`src/core/amta_pkg.sv`:
```
package amta_pkg;

	// ****************************************
	// Table geometry and entry layout
	// ****************************************
	localparam int ENTRY_AW = 12; // Entry pointer width, 4096 entries.
	localparam int WORD_AW = 14; // Table word address width.
	localparam logic [1:0] WORD_FIRST = 2'h0; // First word of an entry.
	localparam logic [1:0] WORD_AGE = 2'h2; // Third word, age index.
	localparam logic [15:0] WIPE_VALUE = 16'h0000; // Unused entry mark.
	localparam int IDX_HI = 15; // Age index top bit in the third word.
	localparam int IDX_LO = 8; // Age index low bit in the third word.
	localparam int FLAG_HI = 13; // Entry flag top bit in the first word.
	localparam int FLAG_LO = 12; // Entry flag low bit in the first word.
	localparam logic [7:0] IDX_AGED = 8'h00; // Index of a freed entry.
	localparam logic [7:0] IDX_LAST = 8'h01; // Index one step from aged.
	localparam logic [7:0] IDX_ALIVE_MAX = 8'hC0; // Top alive index.
	localparam logic [7:0] IDX_RELOAD = 8'hBF; // Index after a hit.
	localparam logic [1:0] FLAG_AGED = 2'h0; // Entry is free.
	localparam logic [1:0] FLAG_ALIVE = 2'h1; // Entry is in use.
	localparam logic [1:0] FLAG_STATIC = 2'h3; // Entry is static.

	// ****************************************
	// Register map
	// ****************************************
	localparam int AXI_AW = 8; // Register byte address width.
	localparam logic [7:0] OFS_CTRL = 8'h00; // Control register.
	localparam logic [7:0] OFS_PERIOD = 8'h04; // Age period register.
	localparam logic [7:0] OFS_STATUS = 8'h08; // Status register.
	localparam int CTRL_LAUNCH_BIT = 0; // Write one to restart format.
	localparam int CTRL_AGE_EN_BIT = 3; // Aging enable.
	localparam int CTRL_RUN_BIT = 7; // Low aborts the format pass.
	localparam logic [7:0] CTRL_RST = 8'h88; // Run and aging enabled.
	localparam int PERIOD_W = 20; // Age period counter width.
	localparam logic [19:0] PERIOD_RST = 20'h0012C; // Default period.
	localparam logic [1:0] RESP_OKAY = 2'h0; // AXI okay answer.
	localparam logic [1:0] RESP_SLVERR = 2'h2; // AXI error answer.

	// ****************************************
	// Timing
	// ****************************************
	localparam int PRESC_W = 5; // Time base prescaler width.
	localparam int CLK_PERIOD_NS = 8; // System clock period.
	localparam int TICK_WIDTH_NS = 120; // Aging trigger pulse width.
	localparam int TICK_CYC =
		(TICK_WIDTH_NS + CLK_PERIOD_NS - 1) / CLK_PERIOD_NS;
	localparam int TICK_CW = $clog2(TICK_CYC + 1); // Pulse count width.

	// ****************************************
	// State machines
	// ****************************************
	typedef enum logic [2:0] {
		INIT_IDLE = 3'h0,
		INIT_FORMAT = 3'h1,
		INIT_WIPE = 3'h3,
		INIT_CHECK = 3'h2,
		INIT_DEC = 3'h6
	} amta_init_t;

	typedef enum logic [2:0] {
		AGE_IDLE = 3'h0,
		AGE_FETCH = 3'h1,
		AGE_CHECK = 3'h3,
		AGE_STORE = 3'h2,
		AGE_FLAG_FETCH = 3'h6,
		AGE_FLAG_STORE = 3'h7,
		AGE_DEC = 3'h5
	} amta_age_t;

endpackage

```
`src/core/amta_top.sv`:
```
`timescale 1ns/100ps

// Function
// - Format writes 0000H into each first word.
// - Each entry spans four words, 64 bits.
// - Format walks from top entry down.
// - Run bit low aborts format; only launch wins over it.
// - Software launch restarts the format pass.
// - Hardware reset enters format automatically.
// - Wipe state requests grant, writes zero.
// - After the last entry's wipe, format goes idle.
// - Pointer decrement then wipe next entry.
// - Hardware aging frees stale entries.
// - Trigger pulse is 120 ns wide.
// - Five bit prescaler makes the time base.
// - Twenty bit counter reloads, fires at one.
// - A trigger in idle, outside a format pass, decrements each alive entry index.
// - Enable low stops timer and new passes; hits still reload.
// - Aging leaves idle only on enabled trigger or waiting hit.
// - Index fetch reads third word after grant.
// - Classify alive, aged, static; skip non-alive.
// - Index store writes index minus one.
// - Flag codes: 1 alive, 0 aged, 3 static.
// - On 01H to 00H, read then clear flag.
// - Matching hit reloads index to BFH.
module amta_top
	import amta_pkg::*;
#(
	parameter int PRESC_BITS = PRESC_W, // Prescaler width.
	parameter logic [19:0] AGE_PERIOD_DEFAULT = PERIOD_RST // Reset period.
) (
	input wire logic ref_clk, // System clock.
	input wire logic rst, // Synchronous reset, active high.
	input wire logic s_axi_awvalid, // Write address valid.
	output logic s_axi_awready, // Write address ready.
	input wire logic [AXI_AW-1:0] s_axi_awaddr, // Write byte address.
	input wire logic s_axi_wvalid, // Write data valid.
	output logic s_axi_wready, // Write data ready.
	input wire logic [31:0] s_axi_wdata, // Write data.
	input wire logic [3:0] s_axi_wstrb, // Write byte strobes.
	output logic s_axi_bvalid, // Write answer valid.
	input wire logic s_axi_bready, // Write answer ready.
	output logic [1:0] s_axi_bresp, // Write answer code.
	input wire logic s_axi_arvalid, // Read address valid.
	output logic s_axi_arready, // Read address ready.
	input wire logic [AXI_AW-1:0] s_axi_araddr, // Read byte address.
	output logic s_axi_rvalid, // Read data valid.
	input wire logic s_axi_rready, // Read data ready.
	output logic [31:0] s_axi_rdata, // Read data.
	output logic [1:0] s_axi_rresp, // Read answer code.
	output logic mem_req, // Table access request.
	output logic mem_we, // Request is a write.
	output logic [WORD_AW-1:0] mem_addr, // Table word address.
	output logic [15:0] mem_wdata, // Table write data.
	input wire logic mem_grant, // Access done this cycle.
	input wire logic [15:0] mem_rdata, // Read word, valid on grant.
	input wire logic hit_valid, // One-cycle matching hit.
	input wire logic [ENTRY_AW-1:0] hit_entry, // Entry that was hit.
	output logic age_tick_pulse // Aging trigger pulse.
);

	// ****************************************
	// Register bus slave
	// ****************************************
	logic awready_reg, wready_reg, bvalid_reg, arready_reg, rvalid_reg;
	logic aw_got_reg, w_got_reg; // Address or data held.
	logic [AXI_AW-1:0] wr_addr_reg; // Held write address.
	logic [31:0] wr_data_reg; // Held write data.
	logic [3:0] wr_strb_reg; // Held write strobes.
	logic [1:0] bresp_reg, rresp_reg; // Answer codes.
	logic [31:0] rdata_reg; // Read answer data.
	logic [7:0] ctrl_reg; // Control register.
	logic [PERIOD_W-1:0] period_reg; // Age period register.

	// Handshakes and the write that fires once both halves are held.
	wire aw_hs = s_axi_awvalid & awready_reg;
	wire w_hs = s_axi_wvalid & wready_reg;
	wire ar_hs = s_axi_arvalid & arready_reg;
	wire wr_do = aw_got_reg & w_got_reg;
	wire aw_got_next = (aw_got_reg | aw_hs) & ~wr_do;
	wire w_got_next = (w_got_reg | w_hs) & ~wr_do;
	wire bvalid_next = wr_do | (bvalid_reg & ~s_axi_bready);
	wire rvalid_next = ar_hs | (rvalid_reg & ~s_axi_rready);

	// Address decode for both directions.
	wire wr_ctrl = wr_do & (wr_addr_reg == OFS_CTRL);
	wire wr_period = wr_do & (wr_addr_reg == OFS_PERIOD);
	wire wr_status = wr_addr_reg == OFS_STATUS;
	wire wr_mapped = (wr_addr_reg == OFS_CTRL) | (wr_addr_reg == OFS_PERIOD)
		| wr_status;
	wire rd_mapped = (s_axi_araddr == OFS_CTRL)
		| (s_axi_araddr == OFS_PERIOD) | (s_axi_araddr == OFS_STATUS);

	// Byte-lane merge of the period register, one lane per loop pass.
	wire [23:0] period_wide = {4'h0, period_reg};
	wire [23:0] period_merge;
	genvar gb;
	generate
		for (gb = 0; gb < 3; gb++) begin : g_lane
			assign period_merge[gb*8 +: 8] = wr_strb_reg[gb] ?
				wr_data_reg[gb*8 +: 8] : period_wide[gb*8 +: 8];
		end
	endgenerate

	// Control byte after a write; the launch bit never stays set.
	wire [7:0] ctrl_written = wr_data_reg[7:0] & ~(8'h01 << CTRL_LAUNCH_BIT);
	wire launch = wr_ctrl & wr_strb_reg[0] & wr_data_reg[CTRL_LAUNCH_BIT]
		& wr_data_reg[CTRL_RUN_BIT];
	wire ctrl_run = ctrl_reg[CTRL_RUN_BIT]; // Format may proceed.
	wire aging_allowed = ctrl_reg[CTRL_AGE_EN_BIT]; // Aging enabled.

	// Write channel handshake and response.
	always_ff @(posedge ref_clk) begin
		if (rst) begin
			aw_got_reg <= 1'b0;
			w_got_reg <= 1'b0;
			bvalid_reg <= 1'b0;
			awready_reg <= 1'b0;
			wready_reg <= 1'b0;
			bresp_reg <= RESP_OKAY;
		end else begin
			aw_got_reg <= aw_got_next;
			w_got_reg <= w_got_next;
			bvalid_reg <= bvalid_next;
			awready_reg <= ~aw_got_next & ~bvalid_next;
			wready_reg <= ~w_got_next & ~bvalid_next;
			if (wr_do) begin
				bresp_reg <= (wr_mapped & ~wr_status) ? RESP_OKAY : RESP_SLVERR;
			end
		end
	end

	// Capture of the write address and data halves.
	always_ff @(posedge ref_clk) begin
		if (rst) begin
			wr_addr_reg <= '0;
			wr_data_reg <= '0;
			wr_strb_reg <= '0;
		end else begin
			if (aw_hs) begin
				wr_addr_reg <= s_axi_awaddr;
			end
			if (w_hs) begin
				wr_data_reg <= s_axi_wdata;
				wr_strb_reg <= s_axi_wstrb;
			end
		end
	end

	// Software-written registers.
	always_ff @(posedge ref_clk) begin
		if (rst) begin
			ctrl_reg <= CTRL_RST;
			period_reg <= AGE_PERIOD_DEFAULT;
		end else begin
			if (wr_ctrl & wr_strb_reg[0]) begin
				ctrl_reg <= ctrl_written;
			end
			if (wr_period) begin
				period_reg <= period_merge[PERIOD_W-1:0];
			end
		end
	end

	// ****************************************
	// Age timer
	// ****************************************
	logic [PRESC_BITS-1:0] presc_reg; // Time base prescaler.
	logic [PERIOD_W-1:0] timer_reg; // Period down counter.
	logic [TICK_CW-1:0] tick_left_reg; // Pulse cycles still to go.
	logic tick_pulse_reg; // Aging trigger output.

	// Time base strobe and the trigger that fires at a count of one or less.
	wire time_base = &presc_reg;
	wire tick_fire = aging_allowed & time_base
		& (timer_reg <= PERIOD_W'(1));

	// Prescaler and period counter; prescaler cleared and counter reloaded while aging is off.
	always_ff @(posedge ref_clk) begin
		if (rst) begin
			presc_reg <= '0;
			timer_reg <= PERIOD_RST;
		end else if (!aging_allowed) begin
			presc_reg <= '0;
			timer_reg <= period_reg;
		end else begin
			presc_reg <= PRESC_BITS'(presc_reg + 1'b1);
			if (tick_fire) begin
				timer_reg <= period_reg;
			end else if (time_base) begin
				timer_reg <= PERIOD_W'(timer_reg - 1'b1);
			end
		end
	end

	// Stretch each trigger to the full pulse width.
	always_ff @(posedge ref_clk) begin
		if (rst) begin
			tick_left_reg <= '0;
			tick_pulse_reg <= 1'b0;
		end else if (tick_fire) begin
			tick_left_reg <= TICK_CW'(TICK_CYC - 1);
			tick_pulse_reg <= 1'b1;
		end else if (tick_left_reg != '0) begin
			tick_left_reg <= TICK_CW'(tick_left_reg - 1'b1);
		end else begin
			tick_pulse_reg <= 1'b0;
		end
	end

	// ****************************************
	// Format state machine
	// ****************************************
	amta_init_t init_state, init_next; // Format machine state.
	logic [ENTRY_AW-1:0] init_ptr_reg; // Entry being wiped.
	logic mem_req_reg; // Request output register.
	wire granted = mem_req_reg & mem_grant; // Access completed.
	wire init_busy = init_state != INIT_IDLE; // Format owns the table.

	// Next state; launch, then abort, override the walk.
	always_comb begin
		init_next = init_state;
		unique case (init_state)
			INIT_IDLE: init_next = INIT_IDLE;
			INIT_FORMAT: init_next = INIT_WIPE;
			INIT_WIPE: begin
				if (granted) begin
					init_next = INIT_CHECK;
				end
			end
			INIT_CHECK: begin
				init_next = (init_ptr_reg == '0) ? INIT_IDLE : INIT_DEC;
			end
			INIT_DEC: init_next = INIT_WIPE;
		endcase
		if (launch) begin
			init_next = INIT_FORMAT;
		end else if (!ctrl_run) begin
			init_next = INIT_IDLE;
		end
	end

	// State and pointer registers; reset starts a format pass.
	always_ff @(posedge ref_clk) begin
		if (rst) begin
			init_state <= INIT_FORMAT;
			init_ptr_reg <= '1;
		end else begin
			init_state <= init_next;
			if (init_next == INIT_FORMAT) begin
				init_ptr_reg <= '1;
			end else if (init_state == INIT_DEC) begin
				init_ptr_reg <= ENTRY_AW'(init_ptr_reg - 1'b1);
			end
		end
	end

	// ****************************************
	// Aging state machine
	// ****************************************
	amta_age_t age_state, age_next; // Aging machine state.
	logic [ENTRY_AW-1:0] age_ptr_reg; // Entry being aged.
	logic [15:0] word_reg; // Word read on the last grant.
	logic refresh_reg; // Current job is a hit reload.
	logic refresh_pend_reg; // A hit waits for service.
	logic [ENTRY_AW-1:0] refresh_ptr_reg; // Entry of the waiting hit.

	// Fields of the fetched word and the entry class.
	wire [7:0] age_idx = word_reg[IDX_HI:IDX_LO];
	wire alive = (age_idx != IDX_AGED) & (age_idx <= IDX_ALIVE_MAX);
	wire [7:0] idx_new = refresh_reg ? IDX_RELOAD
		: 8'(age_idx - 1'b1);
	wire pass_start = (age_state == AGE_IDLE) & aging_allowed & tick_fire;

	// Next state; a format pass sends aging back to idle.
	always_comb begin
		age_next = age_state;
		unique case (age_state)
			AGE_IDLE: begin
				if (pass_start | refresh_pend_reg) begin
					age_next = AGE_FETCH;
				end
			end
			AGE_FETCH: begin
				if (granted) begin
					age_next = AGE_CHECK;
				end
			end
			AGE_CHECK: begin
				age_next = (alive | refresh_reg) ? AGE_STORE : AGE_DEC;
			end
			AGE_STORE: begin
				if (granted & refresh_reg) begin
					age_next = AGE_IDLE;
				end else if (granted & (age_idx == IDX_LAST)) begin
					age_next = AGE_FLAG_FETCH;
				end else if (granted) begin
					age_next = AGE_DEC;
				end
			end
			AGE_FLAG_FETCH: begin
				if (granted) begin
					age_next = AGE_FLAG_STORE;
				end
			end
			AGE_FLAG_STORE: begin
				if (granted) begin
					age_next = AGE_DEC;
				end
			end
			AGE_DEC: begin
				age_next = (age_ptr_reg == '0) ? AGE_IDLE : AGE_FETCH;
			end
		endcase
		if (init_busy) begin
			age_next = AGE_IDLE;
		end
	end

	// State, pointer and fetched word.
	always_ff @(posedge ref_clk) begin
		if (rst) begin
			age_state <= AGE_IDLE;
			age_ptr_reg <= '1;
			refresh_reg <= 1'b0;
			word_reg <= '0;
		end else begin
			age_state <= age_next;
			if ((age_state == AGE_IDLE) & (age_next == AGE_FETCH)) begin
				refresh_reg <= ~pass_start;
				age_ptr_reg <= pass_start ? '1 : refresh_ptr_reg;
			end else if (age_state == AGE_DEC) begin
				age_ptr_reg <= ENTRY_AW'(age_ptr_reg - 1'b1);
			end
			if (granted & ~mem_we) begin
				word_reg <= mem_rdata;
			end
		end
	end

	// Waiting hit, cleared when its job starts, so that a hit arriving
	// while that job runs is kept; a new hit wins over the clear.
	wire refresh_take = (age_state == AGE_IDLE) & (age_next == AGE_FETCH)
		& ~pass_start;
	always_ff @(posedge ref_clk) begin
		if (rst) begin
			refresh_pend_reg <= 1'b0;
			refresh_ptr_reg <= '0;
		end else if (hit_valid) begin
			refresh_pend_reg <= 1'b1;
			refresh_ptr_reg <= hit_entry;
		end else if (refresh_take) begin
			refresh_pend_reg <= 1'b0;
		end
	end

	// ****************************************
	// Table access port
	// ****************************************
	logic mem_we_reg; // Write output register.
	logic [WORD_AW-1:0] mem_addr_reg; // Address output register.
	logic [15:0] mem_wdata_reg; // Data output register.

	// Which state wants the table, and what it asks for.
	wire age_rd = (age_state == AGE_FETCH) | (age_state == AGE_FLAG_FETCH);
	wire age_wr = (age_state == AGE_STORE) | (age_state == AGE_FLAG_STORE);
	wire want = (init_state == INIT_WIPE) | (~init_busy & (age_rd | age_wr));
	wire [1:0] age_word = ((age_state == AGE_FETCH) |
		(age_state == AGE_STORE)) ? WORD_AGE : WORD_FIRST;
	wire [15:0] flag_word = {word_reg[15:FLAG_HI+1], FLAG_AGED,
		word_reg[FLAG_LO-1:0]};
	wire [15:0] age_data = (age_state == AGE_STORE) ?
		{idx_new, word_reg[IDX_LO-1:0]} : flag_word;
	wire [WORD_AW-1:0] req_addr = (init_state == INIT_WIPE) ?
		{init_ptr_reg, WORD_FIRST} : {age_ptr_reg, age_word};
	wire [15:0] req_data = (init_state == INIT_WIPE) ?
		WIPE_VALUE : age_data;

	// Raise a request once per state, drop it on grant or cancel.
	always_ff @(posedge ref_clk) begin
		if (rst) begin
			mem_req_reg <= 1'b0;
			mem_we_reg <= 1'b0;
			mem_addr_reg <= '0;
			mem_wdata_reg <= '0;
		end else if (granted | ~want) begin
			mem_req_reg <= 1'b0;
		end else if (~mem_req_reg) begin
			mem_req_reg <= 1'b1;
			mem_we_reg <= (init_state == INIT_WIPE) | age_wr;
			mem_addr_reg <= req_addr;
			mem_wdata_reg <= req_data;
		end
	end

	// ****************************************
	// Register read path
	// ****************************************
	wire [31:0] status_word = {29'h0, refresh_pend_reg,
		age_state != AGE_IDLE, init_busy};
	wire [31:0] rd_word = (s_axi_araddr == OFS_CTRL) ? {24'h0, ctrl_reg}
		: (s_axi_araddr == OFS_PERIOD) ? {12'h0, period_reg}
		: (s_axi_araddr == OFS_STATUS) ? status_word : 32'h0;

	// Read channel handshake and data capture.
	always_ff @(posedge ref_clk) begin
		if (rst) begin
			rvalid_reg <= 1'b0;
			arready_reg <= 1'b0;
			rdata_reg <= '0;
			rresp_reg <= RESP_OKAY;
		end else begin
			rvalid_reg <= rvalid_next;
			arready_reg <= ~rvalid_next;
			if (ar_hs) begin
				rdata_reg <= rd_word;
				rresp_reg <= rd_mapped ? RESP_OKAY : RESP_SLVERR;
			end
		end
	end

	// Outputs straight from their registers.
	assign s_axi_awready = awready_reg;
	assign s_axi_wready = wready_reg;
	assign s_axi_bvalid = bvalid_reg;
	assign s_axi_bresp = bresp_reg;
	assign s_axi_arready = arready_reg;
	assign s_axi_rvalid = rvalid_reg;
	assign s_axi_rdata = rdata_reg;
	assign s_axi_rresp = rresp_reg;
	assign mem_req = mem_req_reg;
	assign mem_we = mem_we_reg;
	assign mem_addr = mem_addr_reg;
	assign mem_wdata = mem_wdata_reg;
	assign age_tick_pulse = tick_pulse_reg;

	// ****************************************
	// Checks
	// ****************************************
	logic [TICK_CW-1:0] tick_len_reg; // High cycles of the pulse.
	always_ff @(posedge ref_clk) begin
		if (rst) begin
			tick_len_reg <= '0;
		end else begin
			tick_len_reg <= tick_pulse_reg ? TICK_CW'(tick_len_reg + 1'b1) : '0;
		end
	end
endmodule

```
`config.mk`:
```
export PLATFORM = sky130hd
export DESIGN_NAME = amta_top
export DESIGN_NICKNAME = d
export VERILOG_FILES = /design/src/core/amta_pkg.sv /design/src/core/amta_top.sv
export SDC_FILE = /design/constraint.sdc
export NUM_CORES = 1
export LEC_CHECK = 0
export BUFFER_PORTS_ARGS = -buffer_cell sky130_fd_sc_hd__buf_4
export CORE_UTILIZATION = 50
export CTS_CLUSTER_DIAMETER = 100
export CTS_CLUSTER_SIZE = 24
export DETAILED_ROUTE_END_ITERATION = 6
export PLACE_DENSITY = 0.82
export SLEW_MARGIN = 20
export SYNTH_ARGS = -nofsm -noshare
export SYNTH_HDL_FRONTEND = slang
export SYNTH_SLANG_ARGS = --single-unit
```
`constraint.sdc`:
```
create_clock -name ref_clk -period 2.15 [get_ports ref_clk]
set_clock_uncertainty 0.15 [all_clocks]
set_input_delay 0.43 -clock ref_clk [delete_from_list [all_inputs] [get_ports ref_clk]]
set_output_delay 0.43 -clock ref_clk [all_outputs]
set_load 0.005 [all_outputs]
```
==> flow_metrics.tcl <==
set metrics [dict create \
    status "complete, but fails checks" \
    violations "setup timing" \
    ys_seq_elements 208 \
    numCtsBuffers 12 \
    path_cells "ha_4, and3_4, ha_4, o211a_1, nand3_4, or2_4, a21oi_4, o22ai_2, a211o_1" \
    max_cap_violations 0 \
    synthCells 1108 \
    clkLatencyLatePin_ps 490 \
    finalCriticalPeriod_ps 2220 \
    r2r_start "presc_reg[1]$_SDFF_PP0_" \
    pin_count 163 \
    synth_area_leaders "dfxtp_1 (45%), nand2_1 (7.1%), a21oi_1 (5.8%)" \
    min_path_cells 3 \
    root_buffer "clkbuf_16" \
    drive_gt1_share_pct 24.1 \
    crit_path_start_kind "register" \
    dpl_worst_slack_ps -99.5 \
    setup_viol 11 \
    hold_viol_final 0 \
    fin_crit_sh_pct 103 \
    synth_top_area_share_pct 45.3 \
    clkTransAtPathRegs_ps 100 \
    synth_flop_cell "dfxtp_1" \
    finalNonFillerCells 1505 \
    first_iter_violations 888 \
    start_util_pct 51.2 \
    min_to "refresh_ptr_reg[7]$_SDFFE_PP0P_" \
    fill_cells 1462 \
    globalplace.congestion 0.874 \
    grt-ovfl-total 0 \
    rows 49 \
    wl_mm 23.5 \
    finalPower_uw 7140 \
    crit_buf_inv 0 \
    r2r_cells 9 \
    tns_ps -400 \
    viasPerCell 5.72 \
    critical-path-slowest-cell "dfxtp_2" \
    synthTopCellsByCount "dfxtp_1 (208), nand2_1 (173), nor2_1 (121)" \
    avgRoutedWirePerCell_um 15.6 \
    powerDensity_mw_per_mm2 618 \
    core_area_mm2 0.0180 \
    crit_arrival_ps 2460 \
    crit_family "compound AO/OA/AOI/OAI gates" \
    grt_usage_pct 23.9 \
    clockBufferDepth 3 \
    grt_pass1_wl_mm 37.1 \
    post_dp_cell_area_mm2 0.0108 \
    synth-edff-count 0 \
    grt_pass1_vias 7810 \
    rrSetupSlack_ps -70 \
    die_y_um 138 \
    first_pass_iters 5 \
    synth-async-reset-ratio_pct 0 \
    drc 0 \
    cts_tree "yes" \
    grt_max_degree 59 \
    timing.slew.headroom_pct 57.5 \
    yosysWarnings 0 \
    leakage_uw 0.00463 \
    cpPeakStageDelay_ps 360 \
    cpMostUsedCell "ha_4" \
    design_area_mm2 0.0115 \
    cts.sinks 208 \
    worstPathRequired_ps 2380 \
    detail-route-antenna-nets 0 \
    place_hpwl_mm 16.0 \
    ir_worst_vdd_mv 0.506 \
    antenna_cells 0 \
    min_from "hit_entry[7]" \
    fin_ws_ps -70.6 \
    io_buffer_count 134 \
    htreeDepth 1 \
    vias 8615 \
    dieArea_mm2 0.0189 \
    place_inst 1476 \
    ctsHoldBuffers 0 \
    nNetsFinal 1374 \
    rr_endpoint "age_ptr_reg[2]$_SDFFE_PP1P_" \
    yosys.area.top_type "dfxtp_1" \
    hp-class "primary input to register" \
    grt_setup_unrepaired "true" \
    path_max_fanout 4 \
    path_class "register to register" \
    endpoint_kind "register" \
    drv_slew 0 \
    synth_area_mm2 0.00919 \
    avgSynthCellArea_um2 8.29 \
    ys_seq_area_share_pct 45.3 \
    synth.distinct_cells 66 \
    syn_to_final_growth_pct 25.6 \
    antenna_found_initial 0 \
    yosys.cell_count.top_type "dfxtp_1" \
    fmax_mhz 450 \
    tightest_slew_ps 632 \
    dieWidth_um 138 \
]
-- through the flow --
step	hold WS (ps)	util, %
CTS	14.9	62.4
finish	23.5	64.3
floorplan	245	-
detailed placement	296	60.1
global placement	292	60.1
global route	16.8	64.3
-- worst reg2reg max path: stages (launching register included) --
cell	delay [ps]
dfxtp_2	360
ha_4	140
and3_4	180
ha_4	130
o211a_1	180
nand3_4	110
or2_4	300
a21oi_4	180
o22ai_2	110
a211o_1	280
-- report_power, final --
| group | switching (µW) | internal, µW |
|---|---|---|
| Sequential | 99.6 | 3970 |
| Clock | 1260 | 1030 |
| Combinational | 407 | 370 |
-- worst max path at each step --
stage                                  from                     endpoint  slack (ps)  depth (start not counted)
floorplan           presc_reg[1]$_SDFF_PP0_  age_ptr_reg[2]$_SDFFE_PP1P_          20                          9
global placement    presc_reg[1]$_SDFF_PP0_  age_ptr_reg[1]$_SDFFE_PP1P_         -70                          9
detailed placement  presc_reg[1]$_SDFF_PP0_  age_ptr_reg[9]$_SDFFE_PP1P_        -100                         10
CTS                 presc_reg[1]$_SDFF_PP0_  age_ptr_reg[2]$_SDFFE_PP1P_         -50                          9
global route        presc_reg[1]$_SDFF_PP0_    timer_reg[8]$_SDFFE_PP1P_        -170                         10
finish              presc_reg[1]$_SDFF_PP0_  age_ptr_reg[2]$_SDFFE_PP1P_         -70                          9
-- kinds of logic (layout without fill, tap and decap cells) --
group	count (synthesis)	count (layout)	share of synthesized area, %
muxes	47	47	5.15
AOI/OAI and AO/OA	258	258	17.2
buffers and inverters	103	257	5.09
and+or+nand+nor	464	464	24.3
DFF	208	208	45.3
xor gates and xnor gates	18	18	1.72
adders and majority gates	9	9	1.23
other	1	15	0.0408
-- final cells by class --
type	count	area, µm²	area share, %
Sequential cell	208	4170	36.1
Clock buffer	12	300	2.60
Timing Repair Buffer	226	1800	15.6
Clock inverter	2	25.0	0.217
Tap cell	229	287	2.48
Inverter	17	63.8	0.553
Multi-Input combinational cell	811	4900	42.4
-- layer usage --
layer  wire length [µm]  GRT usage [%]  up-vias
met5                  0              0        -
met4                513           6.41        0
met3               1700           4.49       47
met2              11000           39.4      352
met1              10300           31.9     4023
li1                   -              -     4193
-- timing repair --
action                     in CTS  in global routing
pin swaps                       6                 25
gates resized for setup        17                 69
setup endpoints to repair      21                 49
setup buffers                   3                 11
cloned                          1                  1
-- cells in the final DEF, fill, tap and decap left out, types with 7 or more instances in the layout --
master / synthesis / routed
o21ai_0: 43 / 21
xor2_1: 7 / 7
nor2b_1: 9 / 9
a31oi_1: 10 / 8
nand2b_1: 9 / 9
nand4_1: 8 / 8
a211oi_1: 16 / 15
inv_1: 17 / 16
nand3_1: 28 / 27
nand2_1: 173 / 173
or4_1: 8 / 7
nor2_1: 121 / 114
clkbuf_16: 0 / 13
or3_1: 8 / 8
dfxtp_1: 208 / 204
o21ai_1: 6 / 22
buf_6: 1 / 14
a22oi_1: 24 / 22
xnor2_1: 11 / 11
buf_4: 16 / 208
conb_1: 1 / 15
a21oi_1: 107 / 106
mux2i_1: 45 / 45
a211o_1: 10 / 10
nor4_1: 13 / 10
nor2_2: 1 / 7
nand3b_1: 9 / 9
o2111ai_1: 7 / 7
nor3_1: 33 / 30
Note: power is estimated with default switching activity, not from simulation.
